File: src/rtl/dacc_pkg.sv
`default_nettype none
package dacc_pkg;
    // stored width and presented width of one accumulator
    localparam int STORE_W = 72;
    localparam int VIEW_W = 96;
    localparam int SLICE_W = 32;
    localparam int SIGN_BIT = 71;
    // slice low bit positions in the presented view
    localparam int GUARD_LSB = 64;
    localparam int HIGH_LSB = 32;
    localparam int MIDDLE_LSB = 16;
    localparam int LOW_LSB = 0;
    // accumulator reset value
    localparam logic [71:0] ACC_RESET = 72'h00_0000_0000_0000_0000;
    // read port reset value
    localparam logic [31:0] RD_RESET = 32'h0000_0000;
    // accumulator selector codes
    localparam logic SEL_ZERO = 1'b0;
    localparam logic SEL_ONE = 1'b1;

    // slice write commands
    typedef enum logic [1:0] {
        DACC_WR_NONE = 2'h0,
        DACC_WR_GUARD = 2'h1,
        DACC_WR_HIGH = 2'h2,
        DACC_WR_LOW = 2'h3
    } dacc_wr_t;

    // slice read commands
    typedef enum logic [2:0] {
        DACC_RD_NONE = 3'h0,
        DACC_RD_GUARD = 3'h1,
        DACC_RD_HIGH = 3'h2,
        DACC_RD_MIDDLE = 3'h3,
        DACC_RD_LOW = 3'h4
    } dacc_rd_t;
endpackage
`default_nettype wire

File: src/rtl/dacc_store_if.sv
`timescale 1ns/10ps
`default_nettype none
// write port and stored contents of the accumulator pair
interface dacc_store_if;
    logic we0;
    logic we1;
    logic [71:0] wdata0;
    logic [71:0] wdata1;
    logic [71:0] accumulator_zero;
    logic [71:0] accumulator_one;
    modport ctrl (output we0, output we1, output wdata0, output wdata1,
        input accumulator_zero, input accumulator_one);
    modport store (input we0, input we1, input wdata0, input wdata1,
        output accumulator_zero, output accumulator_one);
endinterface
`default_nettype wire

File: src/rtl/dacc_pair.sv
// Overview of operation
// RULE_01: two 72-bit accumulators, zero and one
// RULE_02: each accumulator presented as 96 bits
// RULE_03: reads of bits 95:72 return bit 71
// RULE_04: writes to bits 95:72 are discarded
// RULE_05: product instructions overwrite accumulator zero
// RULE_06: writes load guard, high or low slice
// RULE_07: reads return guard, high, middle, low slice
// RULE_08: selector picks accumulator; write touches slice only
`timescale 1ns/10ps
`default_nettype none
module dacc_pair (
    input wire logic clk_i,
    input wire logic rst_i,
    input wire logic wr_sel_i,
    input wire dacc_pkg::dacc_wr_t wr_cmd_i,
    input wire logic [31:0] wr_data_i,
    input wire logic rd_sel_i,
    input wire dacc_pkg::dacc_rd_t rd_cmd_i,
    input wire logic prod_we_i,
    input wire logic [71:0] prod_data_i,
    output logic [31:0] rd_data_o,
    output logic rd_valid_o,
    output logic [71:0] accumulator_zero_o,
    output logic [71:0] accumulator_one_o
);
    dacc_store_if sif ();

    // a command is taken at a rising edge and shows on the ports just after that
    // same edge; reads, writes and products may come back to back in any order
    // and nothing here ever stalls the core

    // read side registers
    logic [31:0] rd_data_q;
    logic [31:0] rd_data_d;
    logic rd_valid_q;
    logic rd_valid_d;
    // output copies of the stored pair
    logic [71:0] accumulator_zero_q;
    logic [71:0] accumulator_zero_d;
    logic [71:0] accumulator_one_q;
    logic [71:0] accumulator_one_d;
    // write path
    logic wr_hit;
    logic [71:0] cur_acc;
    logic [71:0] merged;
    // read path
    logic rd_hit;
    logic [71:0] rd_src;
    logic [95:0] view;

    ////////////////////////////////////////////////////////////////////////
    // storage for both accumulators; only 72 bits each are kept, the
    // upper 24 bits of the view never get a flop, and a write lands in
    // the store at the same edge that takes it
    dacc_store u_store (
        .clk_i(clk_i),
        .rst_i(rst_i),
        .sif(sif)
    );

    ////////////////////////////////////////////////////////////////////////
    // present a stored value as the 96-bit view
    function automatic logic [95:0] widen(input logic [71:0] acc);
        widen = {{24{acc[dacc_pkg::SIGN_BIT]}}, acc}; // RULE_02 RULE_03
    endfunction

    // pick an accumulator by selector
    function automatic logic [71:0] pick(input logic sel,
        input logic [71:0] a0, input logic [71:0] a1);
        pick = (sel == dacc_pkg::SEL_ONE) ? a1 : a0; // RULE_08
    endfunction

    // one 32-bit window of the view, given its low bit; the middle
    // window overlaps its neighbours, the guard window does not
    function automatic logic [31:0] window(input logic [95:0] v,
        input int lsb);
        window = v[lsb +: dacc_pkg::SLICE_W];
    endfunction

    // the four read codes that return a slice; 5 to 7 are unused codes
    function automatic logic rd_legal(input dacc_pkg::dacc_rd_t cmd);
        rd_legal = (cmd == dacc_pkg::DACC_RD_GUARD)
            || (cmd == dacc_pkg::DACC_RD_HIGH)
            || (cmd == dacc_pkg::DACC_RD_MIDDLE)
            || (cmd == dacc_pkg::DACC_RD_LOW);
    endfunction

    // any slice write at all; the none code leaves both accumulators
    // alone
    function automatic logic wr_any(input dacc_pkg::dacc_wr_t cmd);
        wr_any = (cmd != dacc_pkg::DACC_WR_NONE);
    endfunction

    ////////////////////////////////////////////////////////////////////////
    // slice write merge: the selected accumulator with one slice replaced,
    // every other stored bit carried over unchanged
    always_comb begin
        wr_hit = wr_any(wr_cmd_i);
        cur_acc = pick(wr_sel_i, sif.accumulator_zero, sif.accumulator_one);
        merged = cur_acc;
        unique case (wr_cmd_i)
            dacc_pkg::DACC_WR_NONE: begin
                merged = cur_acc;
            end
            dacc_pkg::DACC_WR_GUARD: begin
                // only bits 71:64 land; 95:72 have no storage, so a guard
                // read afterwards shows copies of bit 71, not what was
                // written above it
                merged[71:64] = wr_data_i[7:0]; // RULE_04 RULE_06
            end
            dacc_pkg::DACC_WR_HIGH: begin
                merged[dacc_pkg::HIGH_LSB +: dacc_pkg::SLICE_W] =
                    wr_data_i; // RULE_06
            end
            dacc_pkg::DACC_WR_LOW: begin
                merged[dacc_pkg::LOW_LSB +: dacc_pkg::SLICE_W] =
                    wr_data_i; // RULE_06
            end
        endcase
    end

    // write enables and data for the store. a product always wins
    // accumulator zero: the multiply result has nowhere else to go, so a
    // slice write to zero in that same cycle is lost
    always_comb begin
        sif.we0 = 1'b0;
        sif.we1 = 1'b0;
        sif.wdata0 = merged;
        sif.wdata1 = merged;
        // the selector steers a slice write to one accumulator only
        if (wr_hit) begin
            if (wr_sel_i == dacc_pkg::SEL_ONE) begin
                sif.we1 = 1'b1; // RULE_08
            end else begin
                sif.we0 = 1'b1; // RULE_08
            end
        end
        // products land whole; all 72 stored bits are replaced, and a
        // write to accumulator one in the same cycle still lands
        if (prod_we_i) begin
            sif.we0 = 1'b1; // RULE_05
            sif.wdata0 = prod_data_i; // RULE_05
        end
    end

    ////////////////////////////////////////////////////////////////////////
    // slice read mux; it looks at the stored values before this edge, so
    // a read in the cycle of a write returns the old contents
    always_comb begin
        rd_hit = rd_legal(rd_cmd_i);
        // the selector only steers the read; it never changes storage
        rd_src = pick(rd_sel_i, sif.accumulator_zero, sif.accumulator_one);
        view = widen(rd_src); // RULE_02
        rd_valid_d = rd_hit; // RULE_07
        rd_data_d = rd_data_q;
        unique case (rd_cmd_i)
            dacc_pkg::DACC_RD_NONE: begin
                // idle: hold the last slice for slow consumers
                rd_data_d = rd_data_q;
            end
            dacc_pkg::DACC_RD_GUARD: begin
                // upper 24 bits are copies of the sign bit
                rd_data_d = window(view, dacc_pkg::GUARD_LSB); // RULE_07
            end
            dacc_pkg::DACC_RD_HIGH: begin
                rd_data_d = window(view, dacc_pkg::HIGH_LSB); // RULE_07
            end
            dacc_pkg::DACC_RD_MIDDLE: begin
                // straddles the high and low write slices
                rd_data_d = window(view, dacc_pkg::MIDDLE_LSB); // RULE_07
            end
            dacc_pkg::DACC_RD_LOW: begin
                rd_data_d = window(view, dacc_pkg::LOW_LSB); // RULE_07
            end
            default: begin
                // unused codes read nothing and raise no valid
                rd_data_d = rd_data_q;
            end
        endcase
    end

    // read result registers; the data keeps its value between reads,
    // the valid flag stands for one cycle per legal read
    always_ff @(posedge clk_i or posedge rst_i) begin
        if (rst_i) begin
            rd_data_q <= dacc_pkg::RD_RESET;
            rd_valid_q <= 1'b0;
        end else begin
            rd_data_q <= rd_data_d;
            rd_valid_q <= rd_valid_d;
        end
    end

    ////////////////////////////////////////////////////////////////////////
    // output copies of both accumulators. they follow the store's write
    // port, so they always equal the stored values; keeping them in flops
    // here costs 144 bits but keeps the write mux out of the multiply
    // datapath's timing path
    always_comb begin
        accumulator_zero_d = sif.we0 ? sif.wdata0 : accumulator_zero_q;
        accumulator_one_d = sif.we1 ? sif.wdata1 : accumulator_one_q;
    end

    // copies reset with the store, to the same value
    always_ff @(posedge clk_i or posedge rst_i) begin
        if (rst_i) begin
            accumulator_zero_q <= dacc_pkg::ACC_RESET; // RULE_01
            accumulator_one_q <= dacc_pkg::ACC_RESET; // RULE_01
        end else begin
            accumulator_zero_q <= accumulator_zero_d;
            accumulator_one_q <= accumulator_one_d;
        end
    end

    // ports come straight from the flops above
    assign rd_data_o = rd_data_q;
    assign rd_valid_o = rd_valid_q;
    assign accumulator_zero_o = accumulator_zero_q;
    assign accumulator_one_o = accumulator_one_q;
endmodule
`default_nettype wire

File: src/rtl/dacc_store.sv
`timescale 1ns/10ps
`default_nettype none
module dacc_store (
    input wire logic clk_i,
    input wire logic rst_i,
    dacc_store_if.store sif
);
    logic [71:0] accumulator_zero_q;
    logic [71:0] accumulator_zero_d;
    logic [71:0] accumulator_one_q;
    logic [71:0] accumulator_one_d;

    // next value: load on write enable, otherwise hold
    always_comb begin
        accumulator_zero_d = sif.we0 ? sif.wdata0 : accumulator_zero_q;
        accumulator_one_d = sif.we1 ? sif.wdata1 : accumulator_one_q;
    end

    // only 72 bits are physically stored per accumulator
    always_ff @(posedge clk_i or posedge rst_i) begin
        if (rst_i) begin
            accumulator_zero_q <= dacc_pkg::ACC_RESET; // RULE_01
            accumulator_one_q <= dacc_pkg::ACC_RESET;
        end else begin
            accumulator_zero_q <= accumulator_zero_d;
            accumulator_one_q <= accumulator_one_d;
        end
    end

    assign sif.accumulator_zero = accumulator_zero_q;
    assign sif.accumulator_one = accumulator_one_q;
endmodule
`default_nettype wire

File: config.mk
export PLATFORM = sky130hd
export DESIGN_NAME = dacc_pair
export DESIGN_NICKNAME = d
export VERILOG_FILES = /design/src/rtl/dacc_pkg.sv /design/src/rtl/dacc_store_if.sv /design/src/rtl/dacc_pair.sv /design/src/rtl/dacc_store.sv
export SDC_FILE = /design/constraint.sdc
export NUM_CORES = 1
export LEC_CHECK = 0
export BUFFER_PORTS_ARGS = -buffer_cell sky130_fd_sc_hd__buf_2
export CAP_MARGIN = 10
export CORE_MARGIN = 8
export CORE_UTILIZATION = 52
export DETAILED_ROUTE_END_ITERATION = 7
export GPL_TIMING_DRIVEN = 0
export PLACE_DENSITY_LB_ADDON = 0.15
export SKIP_CTS_REPAIR_TIMING = 1
export SLEW_MARGIN = 20
export SYNTH_ARGS = -nofsm -noshare
export SYNTH_HDL_FRONTEND = slang
export SYNTH_HIERARCHICAL = 1
export SYNTH_SLANG_ARGS = --single-unit
export TNS_END_PERCENT = 20
File: constraint.sdc
create_clock -name clk_i -period 4.8 [get_ports clk_i]
set_input_delay 0.24 -clock clk_i [delete_from_list [all_inputs] [get_ports clk_i]]
set_output_delay 0.24 -clock clk_i [all_outputs]
set_load 0.1 [all_outputs]
==> impl_metrics.yaml, run 1 <==
outcome:
  status: "completed"
yosys:
  yosysWarnings: 6
  ys.flop_type: "dfrtp_1"
  netlist_instances: 1364
  synth_xor_area_frac: 0
  muxShareOfSynthArea: 0.300
  synth_simple_gate_area_frac: 0.0514
  synth_compound_area_frac: 0.0841
  yosysMostFrequentCell: "dfrtp_1"
  synth_cell_types: 33
  netlist_area_um2: 15800
  synth_edf_count: 0
  synth_top_cell_area_share: 0.509
  synth_area_leader_cell: "dfrtp_1"
  syn_nets: 1478
  synth_common_cells: "dfrtp_1 (321), mux2_2 (233), nand2_1 (159)"
  synthArstFlopShare: 1.00
  yosysSeqAreaShare: 0.509
  synth-seq-cells: 321
  yosys-top-cells-area: "dfrtp_1 (51%), mux2_2 (17%), mux2i_1 (8.4%), mux2_1 (4.0%), nand2_1 (3.8%)"
  synth_top_family_by_area: "multiplexers"
  syn_avg_cell_area_um2: 11.6
  synth_fa_ha_area_frac: 0
setup_path:
  cp_slowest_cell: "clkbuf_1"
  crit_path_end_kind: "flip-flop"
  regToRegEndpoint: "accumulator_zero_o[62]"
  cp-start-kind: "input port"
  crit_chain: "buf_2 -> o21ai_2 -> buf_8 -> clkbuf_1 -> clkbuf_1 -> inv_1 -> buf_6 -> buf_6 -> mux2_2"
  crit_fanout: 10
  max_stage_delay_ps: 840
  critPathKind: "input port to flip-flop"
  reg2reg_from: "u_store/sif.accumulator_zero[62]"
  reg2reg_setup_slack_ps: 3130
  crit_arrival_ps: 2920
  required_ps: 5200
  reg2reg_depth: 4
detailed_routing:
  dr.pass1.iters: 5
  wl_per_cell_um: 24.9
  post-route-drc-count: 0
  wirelength_um: 52600
  viasPerCell: 5.78
  postRouteAntennaNets: 0
  vias: 12200
  drtIter0Drc: 941
clock_network:
  cts_buffer_depth: 3
  clock_latency_ps: 510
  h-tree-depth: 2
  cts.reportedPaths.clkPinSlew_ps: 60
  root_buffer: "clkbuf_16"
  numClockSinks: 321
  numCtsBuffers: 36
  cts_tree: "yes"
timing:
  final.min_clock_period_ps: 2520
  skew_ps: 12.9
  clock.fmax_mhz: 397
  setup_viol: 0
  hold_viol: 0
  slew_headroom: 0.258
  fin_crit_sh: 0.525
  drv_slew: 0
  rsz0062_at_grt: "no"
  worst_pin_slew_ps: 1110
hold_path:
  min_to: "accumulator_zero_o[38]"
  hold_path.startpoint: "prod_data_i[38]"
  min_path_cells: 4
  hold_class: "input port to flip-flop"
global_routing:
  grt_max_degree: 94
  overflow: 0
  antenna_found_initial: 2
  grt.met1_usage: 0.385
  top_usage_layer: "met2"
  grtUsageMet3: 0.0789
  track_usage: 0.287
  grt_pass1_vias: 12900
  use_met2: 0.444
  grt_pass1_wl_um: 78900
die:
  io_pins: 291
  num_rows: 63
  die_w_um: 190
  coreArea_um2: 29700
  dieArea_um2: 36100
  die_y_um: 190
  start_util: 0.531
place:
  io_buffers: 285
  place_inst: 2047
  place_congestion: 0.876
  dp_hpwl_um: 40200
  post_dp_cell_area_um2: 17900
power:
  leakage_nw: 9.50
  ir_worst_vdd_uv: 438
  power_density_nw_per_um2: 584
layout:
  area_growth_pct: 21.1
  finalNetCount: 1810
  design_area_um2: 19100
  final-instance-count-excl-fill: 2113
  nFillCells: 2421
  drive_gt1_frac: 0.381
run:
  cap_viol_max_count: 0
==> cell type report <==
| cell class | count | area (um^2) | area share |
|---|---|---|---|
| Timing Repair Buffer | 294 | 1610 | 0.0846 |
| Buffer | 98 | 563 | 0.0295 |
| Multi-Input combinational cell | 863 | 6870 | 0.360 |
| Antenna cell | 2 | 5.00 | 0.000262 |
| Clock buffer | 49 | 1050 | 0.0551 |
| Sequential cell | 321 | 8030 | 0.421 |
| Inverter | 82 | 319 | 0.0167 |
| Tap cell | 390 | 488 | 0.0256 |
| Clock inverter | 14 | 148 | 0.00774 |
==> layout by cell type (no fill, tap or decap), drive strengths merged, types with 4 or more instances in the layout <==
cell | synthesis | routed
o32a | 21 | 21
clkinv | 0 | 10
a21oi | 6 | 6
a22oi | 4 | 4
dfrtp | 321 | 321
buf | 56 | 349
o22ai | 21 | 21
inv | 82 | 81
nand2 | 159 | 159
mux2 | 299 | 299
o21ai | 170 | 170
o22a | 4 | 4
nor2 | 30 | 30
clkbuf | 42 | 91
mux2i | 132 | 132
==> metrics by stage <==
step                      worst slack (ps)  power [mW]  TNS [ps]  hold slack (ps)   util
after detailed placement              1880        8.35         0              305  0.601
after global placement               -1350        8.23   -191290              457  0.595
after CTS                             2390        11.2         0             -234  0.642
after floorplan                        694        7.29         0              461      -
final                                 2280        11.1         0              111  0.642
after global routing                  2250        11.6         0              126  0.642
==> cell families (layout without fill, tap and decap cells) <==
logic type,count (synthesis),count (layout)
mux,431,431
flops,321,321
compound gates,230,230
simple gates,202,202
buf+inv,180,537
other cells,0,2
==> sequential cells by signal, summed over array words and instances, names as in the netlist <==
name and cells:
rd_data_o 32, accumulator_one_o 72, rd_valid_o 1, u_store/sif.accumulator_zero 72, u_store/sif.accumulator_one 72, accumulator_zero_o 72
==> worst max-delay path, delay by kind of cell <==
family          cells  cell delay [ps]
buf+inv             7             2220
mux                 1              290
compound gates      1              150
==> power by group <==
group          switching, mW  internal, mW
clock network           1.12          1.69
registers              0.416          3.34
logic                   3.51          1.06
==> layer usage <==
metal	wire length [um]	up-vias
met5	0	-
met4	1560	0
met3	4680	77
met2	23900	466
met1	22500	6247
li1	-	5432
==> how the worst max path moves through the flow <==
| stage | start | endpoint | slack [ps] |
|---|---|---|---|
| 6_report | wr_sel_i | u_store/sif.accumulator_one[26] | 2280 |
| 5_1_grt | wr_sel_i | u_store/sif.accumulator_one[26] | 2250 |
| 4_1_cts | wr_sel_i | u_store/sif.accumulator_one[26] | 2390 |
| 3_5_place_dp | wr_sel_i | u_store/sif.accumulator_one[26] | 1880 |
| 3_3_place_gp | rst_i | u_store/sif.accumulator_one[66] | -1350 |
| 2_1_floorplan | rst_i | u_store/sif.accumulator_one[0] | 690 |
No activity file was read; power rests on OpenSTA's default activity.
==> run 2: changes to the inputs <==
CORE_UTILIZATION = 58   (was 52)
clock period = 2.6 ns   (was 4.8 ns; I/O delays follow)
==> impl_metrics.yaml, run 2 (synthesis gave the netlist of run 1 again) <==
outcome:
  status: "finished with violations"
  violations: "negative hold slack"
die:
  die_w_um: 181
  num_rows: 60
  dieArea_um2: 32700
  start_util: 0.588
  io_pins: 291
  coreArea_um2: 26800
  die_y_um: 181
place:
  place_congestion: 0.957
  dp_hpwl_um: 38800
  io_buffers: 285
  place_inst: 1998
  post_dp_cell_area_um2: 17800
  pre_cts_ws_ps: -281
timing:
  timing.hold.ws_ps: -11.2
  drv_slew: 0
  skew_ps: 16.8
  fin_setup_tns_ps: 0
  hold_viol: 1
  fin_crit_sh: 0.925
  worst_slack_ps: 195
  setup_viol: 0
  final.min_clock_period_ps: 2400
  clock.fmax_mhz: 416
  slew_headroom: 0.233
  rsz0062_at_grt: "no"
  worst_pin_slew_ps: 1150
power:
  power_density_nw_per_um2: 1070
  p_int_mw: 11.1
  power.share.sequential: 0.339
  ir_worst_vdd_uv: 782
  power.total_mw: 20.4
  p_sw_mw: 9.27
  power.share.clock: 0.248
  combPwrFrac: 0.413
  p_sw_frac: 0.454
  leakage_nw: 9.47
detailed_routing:
  vias: 12400
  viasPerCell: 5.99
  wl_per_cell_um: 24.9
  wirelength_um: 51400
  drtIter0Drc: 931
  post-route-drc-count: 0
  postRouteAntennaNets: 0
  dr.pass1.iters: 5
layout:
  finalNetCount: 1809
  drive_gt1_frac: 0.378
  nFillCells: 1982
  area_growth_pct: 20.5
  utilization: 0.709
  layout_commonest_cell: "dfrtp_1"
  final-instance-count-excl-fill: 2066
  final_cell_mix: "dfrtp_1 (321), buf_2 (318), mux2_2 (233)"
  design_area_um2: 19000
setup_path:
  reg2reg_depth: 4
  crit_start: "wr_cmd_i[0]"
  regToRegEndpoint: "accumulator_zero_o[8]"
  required_ps: 3000
  crit_arrival_ps: 2800
  reg2reg_from: "u_store/sif.accumulator_zero[8]"
  reg2reg_setup_slack_ps: 970
  crit_fanout: 10
  critPathKind: "input port to flip-flop"
  cp-start-kind: "input port"
  crit_path_end_kind: "flip-flop"
global_routing:
  grt_pass1_wl_um: 77700
  grt_max_degree: 83
  track_usage: 0.308
  grt_pass1_vias: 12800
  overflow: 0
  antenna_found_initial: 4
hold_path:
  min_to: "u_store/sif.accumulator_zero[55]"
  min_path_cells: 4
  hold_path.startpoint: "prod_data_i[55]"
  hold_class: "input port to flip-flop"
clock_network:
  cts.reportedPaths.clkPinSlew_ps: 60
  numCtsBuffers: 35
  clock_latency_ps: 520
  h-tree-depth: 2
  root_buffer: "clkbuf_16"
  cts_buffer_depth: 3
  numClockSinks: 321
  cts_tree: "yes"
run:
  cap_viol_max_count: 0
-- run 2: changes by cell type in the layout (fill, tap and decap cells not counted), sizes merged --
cell | before | now
clkbuf | 91 | 96
bufinv | 3 | 2
clkinv | 10 | 5
diode | 2 | 5
-- run 2: per-layer routing --
| metal | wire [um] | GRT usage |
|---|---|---|
| met5 | 0 | 0 |
| met4 | 2000 | 0.121 |
| met3 | 4970 | 0.0875 |
| met2 | 23100 | 0.473 |
| met1 | 21300 | 0.408 |
-- run 2: critical path, stage by stage --
cell	delay, ps
buf_2	130
o21ai_2	380
buf_8	210
clkbuf_1	710
clkbuf_1	480
inv_1	110
buf_6	190
buf_6	170
mux2_2	280
-- run 2: layout make-up --
class                           count  area, um^2  share of cell area
Sequential cell                   321        8030               0.423
Multi-Input combinational cell    863        6870               0.361
Timing Repair Buffer              294        1610              0.0850
Clock buffer                       54        1070              0.0563
Buffer                             98         563              0.0296
Tap cell                          341         427              0.0225
Inverter                           82         319              0.0168
Clock inverter                      8        92.6             0.00487
Antenna cell                        5        12.5            0.000659
-- run 2: power by group through the flow --
stage	combinational [mW]	sequential, mW	clock [mW]
4_1_cts	8.42	6.90	5.10
6_report	8.43	6.92	5.06
3_3_place_gp	8.22	6.91	0
5_1_grt	8.75	7.07	5.28
2_1_floorplan	2.40	11.1	0
3_5_place_dp	8.38	6.98	0
-- run 2: worst max-delay path by stage --
stage	endpoint	cells after the start	slack, ps
3_5_place_dp	u_store/sif.accumulator_one[51]	9	-280
4_1_cts	u_store/sif.accumulator_one[53]	9	260
6_report	u_store/sif.accumulator_one[53]	9	200
3_3_place_gp	u_store/sif.accumulator_zero[66]	2	-3370
2_1_floorplan	u_store/sif.accumulator_one[0]	1	-1400
5_1_grt	u_store/sif.accumulator_one[52]	9	160
==> run 3: changes to the inputs <==
CORE_UTILIZATION = 52   (was 58)
clock period = 2.05 ns   (was 2.6 ns; I/O delays follow)
==> impl_metrics.yaml, run 3 (synthesis gave the netlist of run 1 again) <==
outcome:
  status: "finished with violations"
  violations: "negative hold slack"
timing:
  slew_headroom: 0.280
  worst_pin_slew_ps: 1080
  hold_viol: 40
  worst_slack_ps: 136
  final.min_clock_period_ps: 1910
  timing.hold.ws_ps: -34.1
  setup_viol: 0
  clock.fmax_mhz: 522
  drv_slew: 0
  fin_setup_tns_ps: 0
  skew_ps: 27.7
  rsz0062_at_grt: "no"
  fin_crit_sh: 0.934
clock_network:
  numClockSinks: 321
  cts_tree: "yes"
  cts.reportedPaths.clkPinSlew_ps: 60
  root_buffer: "clkbuf_16"
  cts_buffer_depth: 3
  h-tree-depth: 2
  numCtsBuffers: 37
  clock_latency_ps: 530
die:
  coreArea_um2: 29700
  io_pins: 291
  die_w_um: 190
  num_rows: 63
  start_util: 0.531
  dieArea_um2: 36100
  die_y_um: 190
place:
  place_congestion: 0.913
  place_inst: 2051
  dp_hpwl_um: 40300
  pre_cts_ws_ps: -859
  io_buffers: 285
layout:
  finalNetCount: 1827
  drive_gt1_frac: 0.379
  final_cell_mix: "dfrtp_1 (321), buf_2 (318), mux2_2 (233)"
  area_growth_pct: 22.7
  final-instance-count-excl-fill: 2129
  layout_commonest_cell: "dfrtp_1"
global_routing:
  overflow: 0
  track_usage: 0.284
  grt_pass1_vias: 12700
  grt_pass1_wl_um: 78300
  antenna_found_initial: 3
  grt_max_degree: 35
setup_path:
  crit_fanout: 10
  reg2reg_from: "u_store/sif.accumulator_one[46]"
  max_stage_delay_ps: 380
  crit_arrival_ps: 2320
  reg2reg_depth: 4
  regToRegEndpoint: "accumulator_zero_o[46]"
  reg2reg_setup_slack_ps: 360
  cp_slowest_cell: "buf_2"
  cp-start-kind: "input port"
  required_ps: 2450
  critPathKind: "input port to flip-flop"
  crit_path_end_kind: "flip-flop"
  crit_top_cell: "buf_2"
  crit_chain: "buf_2 -> buf_2 -> o21bai_1 -> buf_2 -> buf_2 -> buf_6 -> buf_6 -> mux2_2"
hold_path:
  min_to: "accumulator_zero_o[21]"
  hold_class: "input port to flip-flop"
  hold_path.startpoint: "prod_data_i[21]"
  min_path_cells: 4
power:
  power.share.clock: 0.261
  p_sw_frac: 0.449
  ir_worst_vdd_uv: 881
  p_sw_mw: 11.9
  combPwrFrac: 0.406
  p_int_mw: 14.6
  power.share.sequential: 0.333
  power_density_nw_per_um2: 1370
  leakage_nw: 9.59
detailed_routing:
  postRouteAntennaNets: 0
  dr.pass1.iters: 7
  viasPerCell: 5.77
  wl_per_cell_um: 24.6
  vias: 12300
  wirelength_um: 52300
  post-route-drc-count: 0
  drtIter0Drc: 964
run:
  cap_viol_max_count: 0
==> run 3: cell count changes in the layout (fill, tap and decap cells not counted), sizes merged <==
cell / before / now
bufinv: 2 / 4
dlygate4sd3: 1 / 14
diode: 5 / 1
buf: 349 / 353
clkinvlp: 2 / 4
clkinv: 5 / 2
inv: 81 / 82
clkbuf: 96 / 95
==> run 3: area by class of cell <==
| cell class | count | area [um^2] |
|---|---|---|
| diodes | 1 | 2.50 |
| plain buffers | 97 | 561 |
| clock buffers | 54 | 1100 |
| clock inverters | 10 | 163 |
| fillers | 2441 | 10400 |
| inverters | 82 | 315 |
| multi-input cells | 863 | 6870 |
| flip-flops and latches | 321 | 8030 |
| well taps | 390 | 488 |
| repair buffers | 311 | 1810 |
==> run 3: power groups by stage <==
| stage | Combinational [mW] | Sequential (mW) | Clock [mW] |
|---|---|---|---|
| global placement | 10.5 | 8.79 | 0 |
| floorplan | 3.05 | 14.0 | 0 |
| detailed placement | 10.7 | 8.87 | 0 |
| global route | 11.1 | 8.98 | 7.22 |
| finish | 10.7 | 8.80 | 6.89 |
| CTS | 10.7 | 8.78 | 6.95 |
==> run 3: critical path: cells and delay by family <==
| family | cells | cell delay (ps) |
|---|---|---|
| AOI/OAI and AO/OA | 1 | 150 |
| muxes | 1 | 350 |
| buffers and inverters | 6 | 1700 |
==> run 3: per-layer routing <==
layer / vias up / track usage / routed length, um
li1: 5462 / - / -
met1: 6248 / 0.383 / 22400
met2: 486 / 0.442 / 24100
met3: 92 / 0.0709 / 4270
met4: 4 / 0.0959 / 1570
met5: - / 0 / 20
==> run 3: worst max-delay path by stage <==
stage / depth (start not counted) / startpoint / slack, ps / end
2_1_floorplan: 1 / rst_i / -320 / accumulator_one_o[0]
5_1_grt: 8 / wr_sel_i / 90 / u_store/sif.accumulator_zero[18]
4_1_cts: 9 / wr_cmd_i[0] / -320 / u_store/sif.accumulator_one[15]
3_3_place_gp: 2 / rst_i / -1660 / accumulator_one_o[64]
6_report: 8 / wr_sel_i / 140 / u_store/sif.accumulator_zero[18]
3_5_place_dp: 9 / wr_cmd_i[0] / -860 / u_store/sif.accumulator_one[50]
==> run 3: stage by stage <==
step	hold WS, ps	instance area, um^2	power [mW]	util
floorplan	324	15800	17.1	-
global placement	457	17700	19.3	0.595
detailed placement	165	17900	19.5	0.604
CTS	-392	19200	26.4	0.646
global route	0.0693	19300	27.3	0.651
finish	-34.1	19300	26.4	0.651
